<file path="src/rtl/mtw_pkg.sv">
// constants and carrier types for the descriptor table walker
package mtw_pkg;
	localparam int VA_W = 32;
	localparam int TB_HI = 31;
	localparam int TB_LO = 14;
	localparam int L1_IDX_HI = 31;
	localparam int L1_IDX_LO = 20;
	localparam int CRS_BASE_LO = 10;
	localparam int FINE_BASE_LO = 12;
	localparam int CRS_IDX_HI = 19;
	localparam int CRS_IDX_LO = 12;
	localparam int FINE_IDX_HI = 19;
	localparam int FINE_IDX_LO = 10;
	localparam int SEC_PA_LO = 20;
	localparam int LRG_PA_LO = 16;
	localparam int SML_PA_LO = 12;
	localparam int TNY_PA_LO = 10;
	localparam int CB_HI = 3;
	localparam int CB_LO = 2;
	localparam int DOM_HI = 8;
	localparam int DOM_LO = 5;
	localparam int SEC_AP_HI = 11;
	localparam int SEC_AP_LO = 10;
	localparam int TNY_AP_HI = 5;
	localparam int TNY_AP_LO = 4;
	localparam int SUBAP_LO = 4;
	localparam int LRG_SUB_HI = 15;
	localparam int LRG_SUB_LO = 14;
	localparam int SML_SUB_HI = 11;
	localparam int SML_SUB_LO = 10;
	localparam int N_DOM = 16;
	localparam logic [1:0] L1_INVALID = 2'h0;
	localparam logic [1:0] L1_COARSE = 2'h1;
	localparam logic [1:0] L1_SECTION = 2'h2;
	localparam logic [1:0] L1_FINE = 2'h3;
	localparam logic [1:0] L2_INVALID = 2'h0;
	localparam logic [1:0] L2_LARGE = 2'h1;
	localparam logic [1:0] L2_SMALL = 2'h2;
	localparam logic [1:0] L2_TINY = 2'h3;
	localparam logic [1:0] DOM_NOACC = 2'h0;
	localparam logic [1:0] DOM_CLIENT = 2'h1;
	localparam logic [1:0] DOM_RSVD = 2'h2;
	localparam logic [1:0] DOM_MANAGER = 2'h3;
	localparam logic [1:0] WORD_ZERO = 2'h0;
	localparam logic [31:0] ZERO32 = 32'h0000_0000;

	typedef enum logic [2:0] {
		FLT_NONE, FLT_TRANS_SEC, FLT_TRANS_PAGE, FLT_DOMAIN_SEC, FLT_DOMAIN_PAGE
	} mtw_fault_type;

	typedef enum logic [2:0] {
		SZ_SECTION, SZ_LARGE, SZ_LARGE_SUB, SZ_SMALL, SZ_SMALL_SUB, SZ_TINY
	} mtw_size_type;

	// one lookup buffer fill entry
	typedef struct packed {
		logic [31:0] va;
		logic [31:0] pa;
		mtw_size_type size;
		logic [1:0] cb;
		logic [3:0] domain;
		logic [1:0] ap;
		logic check_ap;
	} mtw_entry_type;
endpackage

</file>
<file path="src/rtl/mtw_walker.sv">
// hardware table walker that decodes descriptors and fills the lookup buffer
// How it works
// - level-one address: base 31:14 plus va 31:20
// - level-one type: invalid, coarse, section, fine
// - section physical address from descriptor bits 31:20
// - section bits 3:2 give cache treatment
// - level-one bits 8:5 select one of 16 domains
// - section permission field is bits 11:10
// - coarse base bits 31:10, then level-two fetch
// - fine base bits 31:12, then level-two fetch
// - section domain checked before address is produced; permission passed on in the fill
// - level-two type: invalid, large, small, tiny
// - page bits 3:2 give cache treatment
// - page address bits per size from descriptor
// - tiny page has one permission, no sub-pages
// - differing sub-permissions load only accessed sub-page
// - domain setting: no access, client, reserved, manager
`timescale 1ns/10ps
module mtw_walker #(
	parameter int ADDR_W = 32
) (
	input wire logic core_clk,
	input wire logic rst,
	input wire logic walk_req,
	input wire logic [ADDR_W-1:0] walk_va,
	input wire logic [31:0] table_base_pointer,
	input wire logic [31:0] domain_access_ctrl,
	output logic walk_busy_ff,
	output logic mem_req_ff,
	output logic [31:0] mem_addr_ff,
	input wire logic mem_ack,
	input wire logic [31:0] mem_rdata,
	output logic fill_valid_ff,
	output mtw_pkg::mtw_entry_type fill_entry_ff,
	output logic fault_valid_ff,
	output mtw_pkg::mtw_fault_type fault_kind_ff,
	output logic [3:0] fault_domain_ff
);
	typedef enum logic [1:0] {ST_IDLE, ST_L1, ST_L2} mtw_state_type;

	mtw_state_type state_ff;
	logic [31:0] va_ff;
	logic [31:0] l1_ff;
	logic [1:0] dom_mode;
	logic dom_fault;
	logic [31:0] l2_addr;
	logic [1:0] sub_sel;
	logic [3:0] sub_same;
	mtw_pkg::mtw_entry_type nxt_entry;

	// domain setting of the level-one descriptor: just returned in ST_L1, latched copy in l1_ff otherwise
	always_comb begin
		logic [3:0] d;
		d = 4'h0;
		if (state_ff == ST_L1) begin
			d = mem_rdata[mtw_pkg::DOM_HI:mtw_pkg::DOM_LO];
		end else begin
			d = l1_ff[mtw_pkg::DOM_HI:mtw_pkg::DOM_LO];
		end
		dom_mode = domain_access_ctrl[{d, 1'b0} +: 2];
	end

	// reserved setting is treated as no access
	assign dom_fault = (dom_mode == mtw_pkg::DOM_NOACC) || (dom_mode == mtw_pkg::DOM_RSVD);

	// level-two address from the level-one descriptor on the read data, not the latched copy
	always_comb begin
		if (mem_rdata[1:0] == mtw_pkg::L1_COARSE) begin
			l2_addr = {mem_rdata[31:mtw_pkg::CRS_BASE_LO],
				va_ff[mtw_pkg::CRS_IDX_HI:mtw_pkg::CRS_IDX_LO], mtw_pkg::WORD_ZERO};
		end else begin
			l2_addr = {mem_rdata[31:mtw_pkg::FINE_BASE_LO],
				va_ff[mtw_pkg::FINE_IDX_HI:mtw_pkg::FINE_IDX_LO], mtw_pkg::WORD_ZERO};
		end
	end

	// sub-page selection and uniformity of the four permission fields
	assign sub_sel = (mem_rdata[1:0] == mtw_pkg::L2_LARGE) ?
		va_ff[mtw_pkg::LRG_SUB_HI:mtw_pkg::LRG_SUB_LO] :
		va_ff[mtw_pkg::SML_SUB_HI:mtw_pkg::SML_SUB_LO];
	genvar gi;
	generate
		for (gi = 0; gi < 4; gi++) begin : g_sub
			assign sub_same[gi] = mem_rdata[mtw_pkg::SUBAP_LO + 2*gi +: 2] ==
				mem_rdata[mtw_pkg::SUBAP_LO +: 2];
		end
	endgenerate

	// fill entry built from whichever descriptor is on the read data
	always_comb begin
		nxt_entry = '0;
		nxt_entry.va = va_ff;
		nxt_entry.cb = mem_rdata[mtw_pkg::CB_HI:mtw_pkg::CB_LO];
		nxt_entry.check_ap = (dom_mode == mtw_pkg::DOM_CLIENT);
		if (state_ff == ST_L1) begin
			nxt_entry.domain = mem_rdata[mtw_pkg::DOM_HI:mtw_pkg::DOM_LO];
			nxt_entry.size = mtw_pkg::SZ_SECTION;
			nxt_entry.ap = mem_rdata[mtw_pkg::SEC_AP_HI:mtw_pkg::SEC_AP_LO];
			nxt_entry.pa = {mem_rdata[31:mtw_pkg::SEC_PA_LO],
				va_ff[mtw_pkg::SEC_PA_LO-1:0]};
		end else begin
			nxt_entry.domain = l1_ff[mtw_pkg::DOM_HI:mtw_pkg::DOM_LO];
			case (mem_rdata[1:0])
				mtw_pkg::L2_LARGE: begin
					nxt_entry.pa = {mem_rdata[31:mtw_pkg::LRG_PA_LO],
						va_ff[mtw_pkg::LRG_PA_LO-1:0]};
					nxt_entry.size = (&sub_same) ? mtw_pkg::SZ_LARGE : mtw_pkg::SZ_LARGE_SUB;
					nxt_entry.ap = mem_rdata[mtw_pkg::SUBAP_LO + 2*sub_sel +: 2];
				end
				mtw_pkg::L2_SMALL: begin
					nxt_entry.pa = {mem_rdata[31:mtw_pkg::SML_PA_LO],
						va_ff[mtw_pkg::SML_PA_LO-1:0]};
					nxt_entry.size = (&sub_same) ? mtw_pkg::SZ_SMALL : mtw_pkg::SZ_SMALL_SUB;
					nxt_entry.ap = mem_rdata[mtw_pkg::SUBAP_LO + 2*sub_sel +: 2];
				end
				default: begin
					// single permission field, never split
					nxt_entry.pa = {mem_rdata[31:mtw_pkg::TNY_PA_LO],
						va_ff[mtw_pkg::TNY_PA_LO-1:0]};
					nxt_entry.size = mtw_pkg::SZ_TINY;
					nxt_entry.ap = mem_rdata[mtw_pkg::TNY_AP_HI:mtw_pkg::TNY_AP_LO];
				end
			endcase
		end
	end

	// walk sequencing and memory fetches
	always_ff @(posedge core_clk) begin
		if (rst) begin
			state_ff <= ST_IDLE;
			va_ff <= mtw_pkg::ZERO32;
			l1_ff <= mtw_pkg::ZERO32;
			mem_req_ff <= 1'b0;
			mem_addr_ff <= mtw_pkg::ZERO32;
			walk_busy_ff <= 1'b0;
		end else begin
			case (state_ff)
				ST_IDLE: begin
					if (walk_req) begin
						state_ff <= ST_L1;
						va_ff <= 32'(walk_va);
						walk_busy_ff <= 1'b1;
						mem_req_ff <= 1'b1;
						mem_addr_ff <= {table_base_pointer[mtw_pkg::TB_HI:mtw_pkg::TB_LO],
							walk_va[mtw_pkg::L1_IDX_HI:mtw_pkg::L1_IDX_LO],
							mtw_pkg::WORD_ZERO};
					end
				end
				ST_L1: begin
					if (mem_ack) begin
						l1_ff <= mem_rdata;
						case (mem_rdata[1:0])
							mtw_pkg::L1_COARSE, mtw_pkg::L1_FINE: begin
								if (dom_fault) begin
									state_ff <= ST_IDLE;
									mem_req_ff <= 1'b0;
									walk_busy_ff <= 1'b0;
								end else begin
									state_ff <= ST_L2;
									mem_addr_ff <= l2_addr;
								end
							end
							default: begin
								state_ff <= ST_IDLE;
								mem_req_ff <= 1'b0;
								walk_busy_ff <= 1'b0;
							end
						endcase
					end
				end
				ST_L2: begin
					if (mem_ack) begin
						state_ff <= ST_IDLE;
						mem_req_ff <= 1'b0;
						walk_busy_ff <= 1'b0;
					end
				end
				default: begin
					state_ff <= ST_IDLE;
					mem_req_ff <= 1'b0;
					walk_busy_ff <= 1'b0;
				end
			endcase
		end
	end

	// results: a fill or a fault, one-cycle pulses
	always_ff @(posedge core_clk) begin
		if (rst) begin
			fill_valid_ff <= 1'b0;
			fill_entry_ff <= '0;
			fault_valid_ff <= 1'b0;
			fault_kind_ff <= mtw_pkg::FLT_NONE;
			fault_domain_ff <= 4'h0;
		end else begin
			fill_valid_ff <= 1'b0;
			fault_valid_ff <= 1'b0;
			if (mem_ack && state_ff == ST_L1) begin
				fault_domain_ff <= mem_rdata[mtw_pkg::DOM_HI:mtw_pkg::DOM_LO];
				if (mem_rdata[1:0] == mtw_pkg::L1_INVALID) begin
					fault_valid_ff <= 1'b1;
					fault_kind_ff <= mtw_pkg::FLT_TRANS_SEC;
				end else if (dom_fault) begin
					// domain checked before any address leaves for a section
					fault_valid_ff <= 1'b1;
					fault_kind_ff <= (mem_rdata[1:0] == mtw_pkg::L1_SECTION) ?
						mtw_pkg::FLT_DOMAIN_SEC : mtw_pkg::FLT_DOMAIN_PAGE;
				end else if (mem_rdata[1:0] == mtw_pkg::L1_SECTION) begin
					fill_valid_ff <= 1'b1;
					fill_entry_ff <= nxt_entry;
				end
			end else if (mem_ack && state_ff == ST_L2) begin
				fault_domain_ff <= l1_ff[mtw_pkg::DOM_HI:mtw_pkg::DOM_LO];
				if (mem_rdata[1:0] == mtw_pkg::L2_INVALID) begin
					fault_valid_ff <= 1'b1;
					fault_kind_ff <= mtw_pkg::FLT_TRANS_PAGE;
				end else begin
					fill_valid_ff <= 1'b1;
					fill_entry_ff <= nxt_entry;
				end
			end
		end
	end

	// checks
	property p_l1_addr;
		@(posedge core_clk) disable iff (rst)
		(state_ff == ST_IDLE && walk_req) |=> mem_req_ff && walk_busy_ff && state_ff == ST_L1 &&
			mem_addr_ff[1:0] == 2'b00;
	endproperty
	a_l1_addr: assert property (p_l1_addr) else $error("l1 address wrong");

	property p_l1_form;
		@(posedge core_clk) disable iff (rst)
		(state_ff == ST_IDLE && walk_req) |=> mem_addr_ff ==
			{$past(table_base_pointer[31:14]), $past(walk_va[31:20]), 2'b00};
	endproperty
	a_l1_form: assert property (p_l1_form) else $error("l1 address not base and index");

	property p_inval_l1;
		@(posedge core_clk) disable iff (rst)
		(state_ff == ST_L1 && mem_ack && mem_rdata[1:0] == 2'b00) |=>
			fault_valid_ff && fault_kind_ff == mtw_pkg::FLT_TRANS_SEC && !fill_valid_ff;
	endproperty
	a_inval_l1: assert property (p_inval_l1) else $error("invalid l1 no fault");

	property p_sec_pa;
		@(posedge core_clk) disable iff (rst)
		(state_ff == ST_L1 && mem_ack && mem_rdata[1:0] == 2'b10 && !dom_fault) |=>
			fill_valid_ff && fill_entry_ff.pa[31:20] == $past(mem_rdata[31:20]) &&
			fill_entry_ff.ap == $past(mem_rdata[11:10]) &&
			fill_entry_ff.cb == $past(mem_rdata[3:2]);
	endproperty
	a_sec_pa: assert property (p_sec_pa) else $error("section fill wrong");

	property p_sec_dom;
		@(posedge core_clk) disable iff (rst)
		(state_ff == ST_L1 && mem_ack && dom_fault) |=>
			fault_valid_ff && !fill_valid_ff && !walk_busy_ff;
	endproperty
	a_sec_dom: assert property (p_sec_dom) else $error("fill despite domain fault");

	property p_l2_fetch;
		@(posedge core_clk) disable iff (rst)
		(state_ff == ST_L1 && mem_ack && mem_rdata[0] && !dom_fault) |=>
			state_ff == ST_L2 && mem_req_ff && mem_addr_ff[1:0] == 2'b00;
	endproperty
	a_l2_fetch: assert property (p_l2_fetch) else $error("no level-two fetch");

	property p_inval_l2;
		@(posedge core_clk) disable iff (rst)
		(state_ff == ST_L2 && mem_ack && mem_rdata[1:0] == 2'b00) |=>
			fault_valid_ff && fault_kind_ff == mtw_pkg::FLT_TRANS_PAGE;
	endproperty
	a_inval_l2: assert property (p_inval_l2) else $error("invalid l2 no fault");

	property p_tiny;
		@(posedge core_clk) disable iff (rst)
		(state_ff == ST_L2 && mem_ack && mem_rdata[1:0] == 2'b11) |=>
			fill_entry_ff.size == mtw_pkg::SZ_TINY &&
			fill_entry_ff.pa[31:10] == $past(mem_rdata[31:10]);
	endproperty
	a_tiny: assert property (p_tiny) else $error("tiny page fill wrong");

	property p_large;
		@(posedge core_clk) disable iff (rst)
		(state_ff == ST_L2 && mem_ack && mem_rdata[1:0] == 2'b01) |=>
			fill_entry_ff.pa[31:16] == $past(mem_rdata[31:16]) &&
			fill_entry_ff.cb == $past(mem_rdata[3:2]) &&
			((fill_entry_ff.size == mtw_pkg::SZ_LARGE) == $past(&sub_same));
	endproperty
	a_large: assert property (p_large) else $error("large page fill wrong");
endmodule

</file>
<file path="config.mk">
export PLATFORM = sky130hd
export DESIGN_NAME = mtw_walker
export DESIGN_NICKNAME = d
export VERILOG_FILES = /design/src/rtl/mtw_pkg.sv /design/src/rtl/mtw_walker.sv
export SDC_FILE = /design/constraint.sdc
export NUM_CORES = 1
export LEC_CHECK = 0
export BUFFER_PORTS_ARGS = -buffer_cell sky130_fd_sc_hd__buf_2
export CORE_MARGIN = 3
export CORE_UTILIZATION = 40
export CTS_BUF_LIST = sky130_fd_sc_hd__clkbuf_4 sky130_fd_sc_hd__clkbuf_8 sky130_fd_sc_hd__clkbuf_16
export DETAILED_ROUTE_END_ITERATION = 8
export GPL_TIMING_DRIVEN = 1
export PLACE_DENSITY_LB_ADDON = 0.15
export REMOVE_ABC_BUFFERS = 1
export SYNTH_ARGS = -nofsm -noshare
export SYNTH_HDL_FRONTEND = slang
export SYNTH_SLANG_ARGS = --single-unit
</file>
<file path="constraint.sdc">
create_clock -name core_clk -period 4.91 [get_ports core_clk]
set_clock_uncertainty 0.2 [all_clocks]
set_input_delay 0.2455 -clock core_clk [delete_from_list [all_inputs] [get_ports core_clk]]
set_output_delay 0.2455 -clock core_clk [all_outputs]
set_load 0.01 [all_outputs]
</file>
==> impl_metrics.env <==
export IMPL_status="finished clean"
export IMPL_yosys_warnings=0
export IMPL_clk_pin_slew_ps=60
export IMPL_fmax_mhz=233
export IMPL_yosysSeqAreaShare=0.417
export IMPL_final_cell_mix="buf_2, nand2_1, dfxtp_1"
export IMPL_grt_max_degree=81
export IMPL_synth_edff_count=0
export IMPL_finalNetCount=1248
export IMPL_drtIter0Drc=385
export IMPL_globalRouteTotalUtil=0.230
export IMPL_final_util=0.564
export IMPL_cts_tree="yes"
export IMPL_first_pass_iters=4
export IMPL_port_buffers=234
export IMPL_hold_viol_final=0
export IMPL_drv_slew=0
export IMPL_avgSynthCellArea_um2=8.03
export IMPL_overflow=0
export IMPL_clock_root_buffer="clkbuf_16"
export IMPL_power_w=0.00321
export IMPL_required_ps=5070
export IMPL_die_w_um=137
export IMPL_fin_crit_ps=4300
export IMPL_ios=251
export IMPL_insertedDiodeCount=0
export IMPL_cts_htree_levels=4
export IMPL_finalSetupViolations=0
export IMPL_ys_seq_elements=144
export IMPL_setup_tns_ps=0
export IMPL_reg2reg_slack_ps=610
export IMPL_syn_area_mm2=0.00691
export IMPL_antenna_found_initial=0
export IMPL_p_per_area_mw_per_mm2=340
export IMPL_clk_latency_ps=420
export IMPL_slew_headroom=0.345
export IMPL_drive_gt1_frac=0.279
export IMPL_wire_per_inst_um=16.5
export IMPL_wirelength_um=22200
export IMPL_fin_crit_sh=0.875
export IMPL_first_global_vias=6628
export IMPL_clock_sinks=144
export IMPL_start_util=0.412
export IMPL_routed_via_count=7054
export IMPL_leakage_nw=4.12
export IMPL_rows=47
export IMPL_core_mm2=0.0168
export IMPL_cp_arrival_ps=4460
export IMPL_tightest_slew_ps=982
export IMPL_max_cap_violations=0
export IMPL_hold_path_class="input pin to flop"
export IMPL_syn2layout_area_growth_pct=36.9
export IMPL_ys_flop_type="dfxtp_1"
export IMPL_layout_commonest_cell="buf_2"
export IMPL_drc=0
export IMPL_cts_buffer_depth=2
export IMPL_nFillCells=1606
export IMPL_worstSetupPathType="flop to flop"
export IMPL_crit_path_start_kind="flop"
export IMPL_peakVddDrop_mv=0.244
export IMPL_place_congestion=0.847
export IMPL_crit_fanout=64
export IMPL_cts_buffers=17
export IMPL_dieHeight_um=137
export IMPL_synth_async_reset_ratio=0
export IMPL_end_kind="flop"
export IMPL_ys_types=61
export IMPL_die_area_mm2=0.0189
export IMPL_synthCells=861
export IMPL_drtAntennaViolNets=0
export IMPL_grt_pass1_wl_um=34500
export IMPL_hpwl_um=14300
export IMPL_viasPerCell=5.26
export IMPL_cts_setup_buffers=0
export IMPL_rsz0062_at_grt="false"
per-stage QoR:
stage          instance area [um^2]  worst slack [ps]  hold slack (ps)  std cells
2_1_floorplan                  6470              -470              113        770
4_1_cts                        9460               629             4.08       1342
3_3_place_gp                   8070              1190              243       1238
5_1_grt                        9460               247             54.2       1342
6_report                       9460               613             26.3       1342
3_5_place_dp                   8070              1130              247       1238
critical path, stage by stage (launching register included):
cell and delay [ps]:
dfxtp_1 600, nand2b_2 220, buf_4 560, a31oi_1 180, a2111oi_0 490, or2_1 200, o41a_2 580, buf_12 280
nor2_1 70, a311oi_2 240, dlygate4sd3_1 570
power by group:
group	internal, W	leakage (nW)	switching, W
clock	0.000936	0.316	0.000493
combinational	0.000223	2.63	0.000297
sequential	0.00123	1.17	0.0000383
routing by layer:
metal / share of wire / GRT usage
met1: 0.45 / 0.302
met2: 0.48 / 0.382
met3: 0.057 / 0.0464
met4: 0.015 / 0.0721
met5: 0 / 0
cells in the mapped netlist (all sizes together), types with 8 or more instances:
cell | number | share of area
dfxtp | 144 | 0.42
clkbuf | 58 | 0.032
inv | 10 | 0.0054
a22oi | 8 | 0.0087
a311oi | 26 | 0.051
a21oi | 117 | 0.085
mux2i | 37 | 0.054
nor2 | 59 | 0.032
buf | 34 | 0.032
nand2b | 12 | 0.011
nand2 | 149 | 0.081
nand3 | 51 | 0.037
o21ai | 69 | 0.050
a211oi | 13 | 0.014
worst paths after layout:
| check | cells after the start | to | startpoint |
|---|---|---|---|
| min | 3 | fill_entry_ff[6] | mem_rdata[8] |
| max | 10 | mem_addr_ff[19] | state_ff[1] |
| max reg2reg | 10 | mem_addr_ff[19] | state_ff[1] |
| min reg2reg | 2 | va_ff[2] | va_ff[2] |
state kept, by name, summed over array words and instances (netlist names), 2 cells and up:
| register | cells |
|---|---|
| fault_kind_ff | 3 |
| l1_ff | 4 |
| mem_addr_ff | 30 |
| fill_entry_ff | 66 |
| state_ff | 2 |
| fault_domain_ff | 4 |
| va_ff | 32 |
cell families (layout without fill, tap and decap cells):
family / after synthesis / in the layout / synth area share
compound gates: 261 / 261 / 0.244
buf+inv: 102 / 362 / 0.0693
fa+ha+maj: 5 / 5 / 0.00905
simple gates: 305 / 305 / 0.195
flops: 144 / 144 / 0.417
other cells: 1 / 2 / 0.000543
mux: 43 / 43 / 0.0650
what timing repair did:
action	in CTS	in global routing
hold buffers	74	0
hold endpoints to repair	80	0
gates resized for setup	0	0
endpoints found under the setup margin	0	0
final cells by class:
| type | instances | area (um^2) | area share |
|---|---|---|---|
| Clock inverter | 9 | 180 | 0.0191 |
| Timing Repair Buffer | 322 | 2040 | 0.216 |
| Clock buffer | 21 | 468 | 0.0495 |
| Sequential cell | 144 | 2880 | 0.305 |
| Inverter | 10 | 37.5 | 0.00397 |
| Multi-Input combinational cell | 616 | 3570 | 0.377 |
| Tap cell | 220 | 275 | 0.0291 |
Note: power is estimated with default switching activity, not from simulation.
